### src/shared/svbd_pkg.sv
package svbd_pkg;
  // Register byte addresses
  localparam logic [7:0] ADDR_CFG       = 8'h00;
  localparam logic [7:0] ADDR_LOBUF     = 8'h04;
  localparam logic [7:0] ADDR_BANK1     = 8'h10;
  localparam logic [7:0] ADDR_BANK2     = 8'h20;
  localparam logic [7:0] ADDR_READBACK  = 8'h30;
  localparam logic [7:0] BANK_CTRL_OFS  = 8'h00;
  localparam logic [7:0] BANK_INT_OFS   = 8'h04;
  localparam logic [7:0] BANK_FRAC_OFS  = 8'h08;
  // Configuration word fields
  localparam int CFG_BOTH_MIX   = 0;
  localparam int CFG_PUMP_LOW   = 2;
  localparam int CFG_AUTO_BW    = 3;
  localparam int CFG_FLF_LSB    = 4;
  localparam int CFG_BYPASS     = 12;
  localparam int CFG_RDIV_LSB   = 13;
  // LO buffer word fields
  localparam int LOBUF1_LSB     = 0;
  localparam int LOBUF2_LSB     = 4;
  // Bank control word fields
  localparam int BK_OSC_LSB     = 0;
  localparam int BK_LODIV_LSB   = 2;
  localparam int BK_CALEN       = 4;
  localparam int BK_DEFBAND_LSB = 8;
  localparam int BK_CTV_LSB     = 16;
  localparam int BK_PUMP_LSB    = 24;
  // Read-back word fields
  localparam int RB_FAIL        = 8;
  localparam int RB_BUSY        = 9;
  localparam int RB_DONE        = 10;
  // Reset values
  localparam logic [1:0]  FLF_RESET      = 2'h1;
  localparam logic [2:0]  RDIV_RESET     = 3'h2;
  localparam logic [4:0]  PUMP_RESET     = 5'h1f;
  localparam logic [4:0]  CTV_RESET      = 5'h10;
  localparam logic [3:0]  LOBUF_RESET    = 4'h0;
  localparam logic [1:0]  OSC_RESET      = 2'h0;
  localparam logic [1:0]  LODIV_RESET    = 2'h1;
  localparam logic [6:0]  DEFBAND_RESET  = 7'h40;
  // LO divider codes and last oscillator code
  localparam logic [1:0]  LODIV_DIRECT   = 2'h0;
  localparam logic [1:0]  LODIV_TWO      = 2'h1;
  localparam logic [1:0]  LODIV_FOUR     = 2'h2;
  localparam logic [1:0]  OSC_LAST       = 2'h2;
  // Band search
  localparam logic [6:0]  BAND_MID       = 7'h40;
  localparam logic [6:0]  BAND_LOW_FAIL  = 7'h00;
  localparam logic [6:0]  BAND_HIGH_FAIL = 7'h7f;
  localparam int          BAND_BITS      = 7;
  localparam int          CAL_PD_CYCLES  = 1500;
  localparam int          STEP_PD_CYCLES = CAL_PD_CYCLES / BAND_BITS;
  localparam logic [7:0]  STEP_LAST      = 8'(STEP_PD_CYCLES - 1);
  // Charge pump set currents in microamps
  localparam int          PUMP_FULL_UA   = 120;
  localparam int          PUMP_LOW_UA    = 30;
  localparam int          PUMP_SCALE_DEN = 31;
  // Calibration states
  typedef enum logic [1:0] {SVBD_IDLE, SVBD_SEARCH, SVBD_LOCK} svbd_state_t;
endpackage : svbd_pkg

### src/svbd_synth_ctrl.sv
// Chosen here: the register addresses and the APB interface to the registers.
`timescale 1ns/10ps
// Summary of operation
// - Bank selects oscillator and LO divide
// - 128 bands chosen automatically from active bank
// - Chip enable rise starts band search
// - Band result readable; 0 or 127 fails
// - Search lasts about 1500 detector cycles
// - Stored band used when calibration disabled
// - LO divide from bank control word
// - LO routed by mode pin, duplex bit
// - Bypass divides by one, else 2..7
// - Two banks, mode pin picks active one
// - Loop target uses fraction and ref divider
// - Set pump current 120uA, low 30uA
// - Pump current scaled by field over 31
// - Auto bandwidth lets calibration pick current
// - Detector accepts up to 52MHz input
// - Mode low bank one; duplex both mixers
module svbd_synth_ctrl
  import svbd_pkg::*;
(
  input  wire logic        pclk,
  input  wire logic        presetn,
  input  wire logic        psel,
  input  wire logic        penable,
  input  wire logic        pwrite,
  input  wire logic [7:0]  paddr,
  input  wire logic [31:0] pwdata,
  output logic      [31:0] prdata,
  output logic             pready,
  output logic             pslverr,
  input  wire logic        chip_enable_pin,
  input  wire logic        mode_pin,
  input  wire logic        ref_tick,
  input  wire logic        osc_too_fast,
  input  wire logic [4:0]  measured_gain_scale,
  output logic             pd_tick,
  output logic             bank_two_active,
  output logic             mixer1_lo_en,
  output logic             mixer2_lo_en,
  output logic [1:0]       osc_select,
  output logic [1:0]       lo_divide,
  output logic [6:0]       osc_band,
  output logic [4:0]       coarse_tune_voltage,
  output logic             cal_busy,
  output logic             loop_lock_en,
  output logic [9:0]       integer_divider,
  output logic [23:0]      fraction_word,
  output logic [7:0]       pump_current_ua,
  output logic [1:0]       freq_lock_factor,
  output logic [3:0]       lo_buffer1_current,
  output logic [3:0]       lo_buffer2_current
);

  // Shared configuration fields
  logic             both_mixers_bit;      // Full duplex routing
  logic             ref_divider_bypass;   // Divide reference by one
  logic [2:0]       ref_div_code;         // Reference divide 2..7
  logic             pump_low_current_bit; // Quarter set current
  logic             auto_bw_enable;       // Loop bandwidth correction
  logic [1:0]       flf_reg;              // Lock factor field
  logic [3:0]       lobuf1_reg;           // LO buffer 1 current
  logic [3:0]       lobuf2_reg;           // LO buffer 2 current

  // Per-bank programming words, index 0 is bank one
  logic [1:0]       bank_osc       [2];
  logic [1:0]       bank_lodiv     [2];
  logic             bank_cal_en    [2];
  logic [6:0]       bank_def_band  [2];
  logic [4:0]       bank_ctv       [2];
  logic [4:0]       bank_pump      [2];
  logic [9:0]       bank_int       [2];
  logic [23:0]      bank_frac      [2];

  // Calibration machinery
  svbd_state_t      state;            // Search state
  svbd_state_t      next_state;       // Next search state
  logic             ce_q;             // Previous chip enable level
  logic [2:0]       rdiv_cnt;         // Reference tick counter
  logic [7:0]       step_cnt;         // Detector cycles in this step
  logic [2:0]       bit_idx;          // Band bit under trial
  logic [6:0]       trial_band;       // Band being tried
  logic [6:0]       band_result_readback; // Published search result
  logic             result_done;      // A search has completed

  // Bus decode
  wire              bus_access  = psel & penable & pready;
  wire              bus_write   = bus_access & pwrite;
  wire              hit_bank1   = (paddr[7:4] == ADDR_BANK1[7:4]);
  wire              hit_bank2   = (paddr[7:4] == ADDR_BANK2[7:4]);
  wire              hit_bank    = hit_bank1 | hit_bank2;
  wire              widx        = hit_bank2;
  wire [7:0]        bank_ofs    = {4'h0, paddr[3:0]};
  wire              sel_cfg     = (paddr == ADDR_CFG);
  wire              sel_lobuf   = (paddr == ADDR_LOBUF);
  wire              sel_rb      = (paddr == ADDR_READBACK);
  wire              sel_bctrl   = hit_bank & (bank_ofs == BANK_CTRL_OFS);
  wire              sel_bint    = hit_bank & (bank_ofs == BANK_INT_OFS);
  wire              sel_bfrac   = hit_bank & (bank_ofs == BANK_FRAC_OFS);
  wire              addr_ok     = sel_cfg | sel_lobuf | sel_rb | sel_bctrl | sel_bint | sel_bfrac;

  // Active bank follows the mode pin
  wire              abank       = mode_pin;

  // Read data selection
  wire [31:0]       rd_cfg      = {16'h0000, ref_div_code, ref_divider_bypass, 6'h00, flf_reg,
                                   auto_bw_enable, pump_low_current_bit, 1'b0, both_mixers_bit};
  wire [31:0]       rd_lobuf    = {24'h00_0000, lobuf2_reg, lobuf1_reg};
  wire [31:0]       rd_bctrl    = {3'h0, bank_pump[widx], 3'h0, bank_ctv[widx], 1'b0, bank_def_band[widx],
                                   3'h0, bank_cal_en[widx], bank_lodiv[widx], bank_osc[widx]};
  wire [31:0]       rd_rb       = {21'h00_0000, result_done, cal_busy,
                                   result_done & ((band_result_readback == BAND_LOW_FAIL) |
                                   (band_result_readback == BAND_HIGH_FAIL)), 1'b0, band_result_readback};
  wire [31:0]       rd_word     = sel_cfg   ? rd_cfg :
                                  sel_lobuf ? rd_lobuf :
                                  sel_rb    ? rd_rb :
                                  sel_bctrl ? rd_bctrl :
                                  sel_bint  ? {22'h00_0000, bank_int[widx]} :
                                  sel_bfrac ? {8'h00, bank_frac[widx]} : 32'h0000_0000;

  // Ready registered from the setup phase lets read data come from a flop with no wait state
  always_ff @(posedge pclk or negedge presetn)
  begin
    if (!presetn)
    begin
      pready  <= 1'b0;
      prdata  <= 32'h0000_0000;
      pslverr <= 1'b0;
    end
    else
    begin
      pready  <= psel & ~penable;
      prdata  <= rd_word;
      pslverr <= psel & ~penable & ~addr_ok;
    end
  end

  // Shared configuration writes
  always_ff @(posedge pclk or negedge presetn)
  begin
    if (!presetn)
    begin
      both_mixers_bit      <= 1'b0;
      ref_divider_bypass   <= 1'b0;
      ref_div_code         <= RDIV_RESET;
      pump_low_current_bit <= 1'b0;
      auto_bw_enable       <= 1'b0;
      flf_reg              <= FLF_RESET;
      lobuf1_reg           <= LOBUF_RESET;
      lobuf2_reg           <= LOBUF_RESET;
    end
    else if (bus_write && sel_cfg)
    begin
      both_mixers_bit      <= pwdata[CFG_BOTH_MIX];
      ref_divider_bypass   <= pwdata[CFG_BYPASS];
      ref_div_code         <= pwdata[CFG_RDIV_LSB +: 3];
      pump_low_current_bit <= pwdata[CFG_PUMP_LOW];
      auto_bw_enable       <= pwdata[CFG_AUTO_BW];
      flf_reg              <= pwdata[CFG_FLF_LSB +: 2];
    end
    else if (bus_write && sel_lobuf)
    begin
      lobuf1_reg <= pwdata[LOBUF1_LSB +: 4];
      lobuf2_reg <= pwdata[LOBUF2_LSB +: 4];
    end
  end

  // Per-bank writes, one block for both banks indexed by widx
  always_ff @(posedge pclk or negedge presetn)
  begin
    if (!presetn)
    begin
      for (int b = 0; b < 2; b++)
      begin
        bank_osc[b]      <= OSC_RESET;
        bank_lodiv[b]    <= LODIV_RESET;
        bank_cal_en[b]   <= 1'b1;
        bank_def_band[b] <= DEFBAND_RESET;
        bank_ctv[b]      <= CTV_RESET;
        bank_pump[b]     <= PUMP_RESET;
        bank_int[b]      <= 10'h000;
        bank_frac[b]     <= 24'h00_0000;
      end
    end
    else if (bus_write && sel_bctrl)
    begin
      bank_osc[widx]      <= pwdata[BK_OSC_LSB +: 2];
      bank_lodiv[widx]    <= pwdata[BK_LODIV_LSB +: 2];
      bank_cal_en[widx]   <= pwdata[BK_CALEN];
      bank_def_band[widx] <= pwdata[BK_DEFBAND_LSB +: 7];
      bank_ctv[widx]      <= pwdata[BK_CTV_LSB +: 5];
      bank_pump[widx]     <= pwdata[BK_PUMP_LSB +: 5];
    end
    else if (bus_write && sel_bint)
    begin
      bank_int[widx] <= pwdata[9:0];
    end
    else if (bus_write && sel_bfrac)
    begin
      bank_frac[widx] <= pwdata[23:0];
    end
  end

  // Reference divider; bypass gives divide by one
  wire [2:0]        rdiv_last   = ref_divider_bypass ? 3'h0 : (ref_div_code - 3'h1);
  wire              pd_edge     = ref_tick & (rdiv_cnt >= rdiv_last);

  // Divider counter and detector tick register
  always_ff @(posedge pclk or negedge presetn)
  begin
    if (!presetn)
    begin
      rdiv_cnt <= 3'h0;
      pd_tick  <= 1'b0;
    end
    else
    begin
      pd_tick <= pd_edge;
      if (pd_edge)
        rdiv_cnt <= 3'h0;
      else if (ref_tick)
        rdiv_cnt <= rdiv_cnt + 3'h1;
    end
  end

  // Search control
  wire              ce_rise     = chip_enable_pin & ~ce_q;
  wire              step_end    = pd_edge & (step_cnt == STEP_LAST);
  wire              last_bit    = (bit_idx == 3'h0);
  wire [6:0]        bit_mask    = 7'h01 << bit_idx;
  wire [6:0]        kept_band   = osc_too_fast ? trial_band : (trial_band & ~bit_mask);
  wire [6:0]        next_trial  = kept_band | (bit_mask >> 1);

  // Next state of the band search
  always_comb
  begin
    next_state = state;
    case (state)
      SVBD_IDLE:
        if (ce_rise)
          next_state = bank_cal_en[abank] ? SVBD_SEARCH : SVBD_LOCK;
      SVBD_SEARCH:
        if (!chip_enable_pin)
          next_state = SVBD_IDLE;
        else if (step_end && last_bit)
          next_state = SVBD_LOCK;
      SVBD_LOCK:
        if (!chip_enable_pin)
          next_state = SVBD_IDLE;
      default:
        next_state = SVBD_IDLE;
    endcase
  end

  // Search registers; a dropped enable abandons the search
  always_ff @(posedge pclk or negedge presetn)
  begin
    if (!presetn)
    begin
      state                <= SVBD_IDLE;
      ce_q                 <= 1'b0;
      step_cnt             <= 8'h00;
      bit_idx              <= 3'h0;
      trial_band           <= BAND_MID;
      osc_band             <= BAND_MID;
      band_result_readback <= BAND_LOW_FAIL;
      result_done          <= 1'b0;
    end
    else
    begin
      state <= next_state;
      ce_q  <= chip_enable_pin;
      if (state == SVBD_IDLE && ce_rise)
      begin
        step_cnt    <= 8'h00;
        bit_idx     <= 3'(BAND_BITS - 1);
        trial_band  <= BAND_MID;
        osc_band    <= bank_cal_en[abank] ? BAND_MID : bank_def_band[abank];
        result_done <= 1'b0;
      end
      else if (state == SVBD_SEARCH && pd_edge)
      begin
        step_cnt <= step_end ? 8'h00 : step_cnt + 8'h01;
        if (step_end)
        begin
          trial_band <= last_bit ? kept_band : next_trial;
          osc_band   <= last_bit ? kept_band : next_trial;
          bit_idx    <= bit_idx - 3'h1;
          if (last_bit)
          begin
            band_result_readback <= kept_band;
            result_done          <= 1'b1;
          end
        end
      end
    end
  end

  // Pump current from set current and scale over 31
  wire [4:0]        pump_scale  = auto_bw_enable ? measured_gain_scale : bank_pump[abank];
  wire [7:0]        set_ua      = pump_low_current_bit ? 8'(PUMP_LOW_UA) : 8'(PUMP_FULL_UA);
  wire [12:0]       pump_prod   = set_ua * pump_scale;
  wire [12:0]       pump_quot   = pump_prod / 13'(PUMP_SCALE_DEN);

  // Oscillator select; unused codes fall back to the last oscillator
  wire [1:0]        osc_pick    = (bank_osc[abank] > OSC_LAST) ? OSC_LAST : bank_osc[abank];
  wire [1:0]        lodiv_pick  = (bank_lodiv[abank] > LODIV_FOUR) ? LODIV_FOUR : bank_lodiv[abank];

  // Registered outputs of the active bank and routing
  always_ff @(posedge pclk or negedge presetn)
  begin
    if (!presetn)
    begin
      bank_two_active     <= 1'b0;
      mixer1_lo_en        <= 1'b0;
      mixer2_lo_en        <= 1'b0;
      osc_select          <= OSC_RESET;
      lo_divide           <= LODIV_RESET;
      coarse_tune_voltage <= CTV_RESET;
      cal_busy            <= 1'b0;
      loop_lock_en        <= 1'b0;
      integer_divider     <= 10'h000;
      fraction_word       <= 24'h00_0000;
      pump_current_ua     <= 8'h00;
      freq_lock_factor    <= FLF_RESET;
      lo_buffer1_current  <= LOBUF_RESET;
      lo_buffer2_current  <= LOBUF_RESET;
    end
    else
    begin
      bank_two_active     <= abank;
      mixer1_lo_en        <= ~abank | both_mixers_bit;
      mixer2_lo_en        <= abank | both_mixers_bit;
      osc_select          <= osc_pick;
      lo_divide           <= lodiv_pick;
      coarse_tune_voltage <= bank_ctv[abank];
      cal_busy            <= (next_state == SVBD_SEARCH);
      loop_lock_en        <= (next_state == SVBD_LOCK);
      integer_divider     <= bank_int[abank];
      fraction_word       <= bank_frac[abank];
      pump_current_ua     <= pump_quot[7:0];
      freq_lock_factor    <= flf_reg;
      lo_buffer1_current  <= lobuf1_reg;
      lo_buffer2_current  <= lobuf2_reg;
    end
  end

endmodule : svbd_synth_ctrl

### config.mk
export PLATFORM = sky130hd
export DESIGN_NAME = svbd_synth_ctrl
export DESIGN_NICKNAME = d
export VERILOG_FILES = /design/src/shared/svbd_pkg.sv /design/src/svbd_synth_ctrl.sv
export SDC_FILE = /design/constraint.sdc
export NUM_CORES = 1
export LEC_CHECK = 0
export ABC_CLOCK_PERIOD_IN_PS = 19300
export BUFFER_PORTS_ARGS = -buffer_cell sky130_fd_sc_hd__buf_4
export CORE_ASPECT_RATIO = 1.1
export CORE_MARGIN = 1.5
export CORE_UTILIZATION = 59
export CTS_BUF_LIST = sky130_fd_sc_hd__clkbuf_2 sky130_fd_sc_hd__clkbuf_4 sky130_fd_sc_hd__clkbuf_8
export DETAILED_ROUTE_END_ITERATION = 10
export PLACE_DENSITY = 0.81
export SYNTH_ARGS = -nofsm -noshare
export SYNTH_HDL_FRONTEND = slang
export SYNTH_SLANG_ARGS = --single-unit
export TNS_END_PERCENT = 100
### constraint.sdc
create_clock -name pclk -period 19.3 [get_ports pclk]
set_clock_uncertainty 0.05 [all_clocks]
set_input_delay 0.965 -clock pclk [delete_from_list [all_inputs] [get_ports pclk]]
set_output_delay 0.965 -clock pclk [all_outputs]
set_load 0.02 [all_outputs]
**After elaboration in Yosys (flattened, before gate mapping)**

Cells that the tools add are included.
Widths: inputs -> output; s select.

- Word-level logic and storage cells: 238
- Output and inout port bits: 108
- Register bits: 266
- Bits of input ports: 54

- Magnitude comparators: 6
- Add/sub/neg operators: 4
- Multiplexer cells: 104
- Equal/unequal tests: 12
- Reductions and logical operators: 24
- Div/mod/pow operators: 1
- Multiply operators: 1
- Shifts and indexed selects: 1
- Bitwise operators: 34

Operators by type and width:

| operator | number |
|---|---|
| $mux 24 | 9 |
| $mux 29 | 4 |
| $mux 7 | 15 |
| $mux 10 | 7 |
| $mux 5 | 14 |
| $bwmux 48 | 1 |
| $mux 2 | 20 |
| $demux 24 s1 | 1 |
| $mux 8 | 3 |
| $bwmux 10 | 2 |
| $bwmux 20 | 1 |
| $mux 3 | 6 |
| $logic_not 8->1 | 2 |
| $bwmux 14 | 1 |
| $div 13x5->13 const B | 1 |
| $and 1x1->1 | 12 |
| $mul 7x5->12 | 1 |
| $mux 1 | 11 |
| $demux 10 s1 | 1 |
| $logic_and 1x1->1 | 9 |
| $or 1x1->1 | 9 |
| $add 8x1->8 const B | 1 |
| $bwmux 4 | 2 |
| $eq 8x3->1 const B | 1 |
| other kinds (34) | 53 |

**Depth between registers and ports, before layout**

- Depth in word-level cells: 11
- Mapped depth: 32
- Depth with buffers taken out: 28

**Least setup slack after synthesis**

OpenSTA, ideal clock, no wires.

- Path type: input to register
- Start: in mode_pin
- End: reg pump_current_ua[1]
- Library setup time: 90 ps
- Data required time: 19,160 ps
- Slack: 11,399 ps
- Buffers on the path: 3
- Stages on the path: 30
- Arrival time: 7,761 ps
- Cell sequence: buf_1 > mux2i_1 > o21ai_0 > inv_1 > xnor2_1 > nor2_1 > ha_1 > inv_1 > fa_1 > fa_1 > inv_1 > ha_1 > and2b_1 > o22ai_2 > mux2_4 > o32a_1 > a21oi_2 > nor3_1 > or4_4 > a211oi_2 > and4b_1 > buf_2 > a211o_1 > buf_6 > mux2i_1 > or3_4 > nand2_4 > or3_1 > a22o_1 > o221ai_1

- Longest elaborated chain between the ends: 7

RTL lines:

| item | line | source |
|---|---|---|
| start: declaration | svbd_synth_ctrl.sv:34 | `input wire logic mode_pin,` |
| $not 1->2 (not written as such) | svbd_synth_ctrl.sv:301 | `wire [4:0] pump_scale = auto_bw_enable ? measured_gain_scale : bank_pump[abank];` |
| $mux 5 (not written as such) (3 in series) | svbd_synth_ctrl.sv:301 |  |
| $mux 5 | svbd_synth_ctrl.sv:301 |  |
| $mul 7x5->12 | svbd_synth_ctrl.sv:303 | `wire [12:0] pump_prod = set_ua * pump_scale;` |
| $div 13x5->13 | svbd_synth_ctrl.sv:304 | `wire [12:0] pump_quot = pump_prod / 13'(PUMP_SCALE_DEN);` |
| via pump_quot[1] | svbd_synth_ctrl.sv:304 |  |
| end signal: assignment | svbd_synth_ctrl.sv:342 | `pump_current_ua <= pump_quot[7:0];` |
| end: declaration | svbd_synth_ctrl.sv:50 | `output logic [7:0] pump_current_ua,` |

The timed path passes the listed nets, and every way through them passes these cells. The select of a mux whose other input is x is not followed.
A chain may end at the register's enable or synchronous reset.

**Worst setup path after layout**

- Start: in mode_pin
- End: reg pump_current_ua[0]

Same word-level chain as after synthesis.

==> flow_summary.toml <==
[status]
outcome = "completed"

[drt]
drt_iter0_markers = 798
totalWireLength_um = 34800
drtAntennaViolNets = 0
vias = 10569
drt_pass1_iterations = 6
vias_per_cell = 6.04
route.detailed.drc = 0
avgRoutedWirePerCell_um = 19.9

[floorplanning]
fp.dieW_um = 149
pin_count = 162
initial_utilization_pct = 60.4
die_h_um = 164
core_um2 = 22900
rows = 58
dieArea_um2 = 24400

[cells_and_area]
largest_reg_flops = 48
num-nets-final = 1516
layout_commonest_cell = "dfrtp_1"
fill_cells = 1695
drive_above_1_share_pct = 33.8
area_growth_pct = 17.8
multi_input_area_um2 = 6780
register_area_um2 = 6690
finalNonFillerCells = 1750
n_antenna_cell = 0
final_cell_mix = "dfrtp_1, mux2_2, buf_4, nand2_1, a21oi_1"
final_area_um2 = 16300
largest_register = "bank_frac"
largestRegisters = "bank_frac (48), prdata (29), fraction_word (24)"

[yosys]
syn_area_per_cell_um2 = 11.0
synth_compound_area_share_pct = 12.4
synth_top_flop_cell = "dfrtp_1"
synth-xor-area-share_pct = 1.07
yosys.area_share.simple_pct = 12.4
synth_cell_types = 89
syn_area_um2 = 13900
yosysSeqAreaShare_pct = 48.3
ys_ff_latch = 266
synth.area.mux_share_pct = 18.0
synth_top_family_by_area = "multiplexers"
yosysWarningCount = 0
yosys.area_share.adder_pct = 4.87
ys_async_sr_fraction_pct = 100
syn_inst = 1255
synth_edf_count = 0

[cts]
cts_buffers = 44
cts_num_sinks = 266
post-cts-setup-buffers = 0
clockBufferDepth = 3
cts.repair.resized = 0
clk_latency_ns = 0.56
path_clk_slew_ns = 0.06
ctsHoldBuffers = 0
ctsRootBufferMaster = "clkbuf_8"
cts_tree = "built"
h-tree-depth = 2

[setup_path]
worstSetupStartpointType = "primary input"
crit_top_cell = "inv_1"
cp.required_ns = 19.71
path_buf_inv = 4
r2r_slack_ns = 10.67
setup.worst_path.start = "mode_pin"
cp_num_cells = 28
r2r_cells = 26
slowest_delay_ns = 0.69
slowest_stage = "a21oi_1"
cp-end-kind = "flop"
crit_type = "primary input to flop"
cp_top_family = "compound AO/OA/AOI/OAI gates"
critPathArrivalTime_ns = 9.68
r2r-start = "auto_bw_enable"
cp_max_fo = 59

[min_path]
min_path_cells = 0
min_from = "flf_reg[0]"
hold_path_class = "flop to flop"

[sta]
slew_headroom_pct = 31.0
finalCritPeriodShare_pct = 48.0
drv_slew = 0
fmax_ghz = 0.108
min_period_ns = 9.27
setup_viol = 0
worst_pin_slew_ns = 1.03
rsz0062_at_grt = "false"
setup_tns_ns = 0
hold_viol_final = 0

[global_route]
antenna_found_initial = 0
overflow = 0
grt_pass1_wl_um = 56000
grt_use_total_pct = 29.2
grt_pass1_vias = 10805
grt_max_degree = 139

[power_and_ir_drop]
p_total_uw = 1280
p_leak_uw = 0.00819
power.density_nw_per_um2 = 78.2
peakVddDrop_mv = 0.0789

[placement]
place_inst = 1668
placed_area_um2 = 15300
dp_hpwl_um = 23200
gp_congestion = 0.913
numPortBuffers = 155

[run]
cap_violations = 0
-- cell type report --
type	instances	share of cell area (%)
multi-input combinational	891	41.5
sequential	266	40.9
clock inverter	6	0.735
timing repair buffer	167	7.72
tap	300	2.30
clock buffer	76	5.79
inverter	44	1.01
-- synth_stat cells, types with 8 or more instances --
cell,n,share of area [%]
dfrtp_1,241,44
mux2_2,180,15
nand2_1,129,3.5
a21oi_1,85,3.1
nor2_1,62,1.7
inv_1,43,1.2
mux2i_1,43,3.1
clkbuf_1,42,1.1
o21ai_0,39,1.4
ha_1,38,3.4
dfstp_2,25,4.7
nand3_1,22,0.79
nand2b_1,18,0.81
nor3_1,15,0.54
o21a_1,13,0.70
o22ai_1,12,0.54
nor4_1,11,0.50
xnor2_1,11,0.70
fa_1,10,1.4
o211ai_1,10,0.54
or3_1,10,0.45
nor2b_1,9,0.41
nor3b_1,8,0.43
-- per-stage QoR --
step	worst slack [ns]	utilization, %	hold slack, ns
final	10.03	71.2	0.328
after global routing	9.38	71.2	0.329
after CTS	10.17	71.2	0.326
after detailed placement	9.67	66.6	0.319
after global placement	9.73	66.6	0.317
after floorplan	11.40	-	0.309
-- routing by layer --
metal  GRT usage (%)  share of wire [%]  vias to the layer above
li1                -                  -                     4841
met1            37.7                 42                     5265
met2            48.7                 49                      384
met3            5.97                6.5                       79
met4            11.0                2.9                        0
met5               0                  0                        -
-- logic make-up after synthesis --
family,after synthesis
AND/OR/NAND/NOR,343
flip-flops,266
AO/OA/AOI/OAI,255
multiplexers,225
buffers and inverters,100
adder cells (fa/ha/maj),48
XOR/XNOR,17
other,1
-- worst paths after layout --
kind | endpoint
setup / recovery | pump_current_ua[0]
hold / removal | freq_lock_factor[0]
setup reg to reg | pump_current_ua[0]
hold reg to reg | freq_lock_factor[0]
max in group asynchronous | bank_frac[45]
min in group asynchronous | lo_buffer2_current[3]
-- power breakdown --
part / switching (µW) / internal, µW / total [µW] / leakage (µW)
Combinational: 68.4 / 41.3 / 110 / 0.00405
Clock: 230 / 349 / 579 / 0.000563
Sequential: 13.3 / 575 / 589 / 0.00358
(Power assumes the default switching activity.)
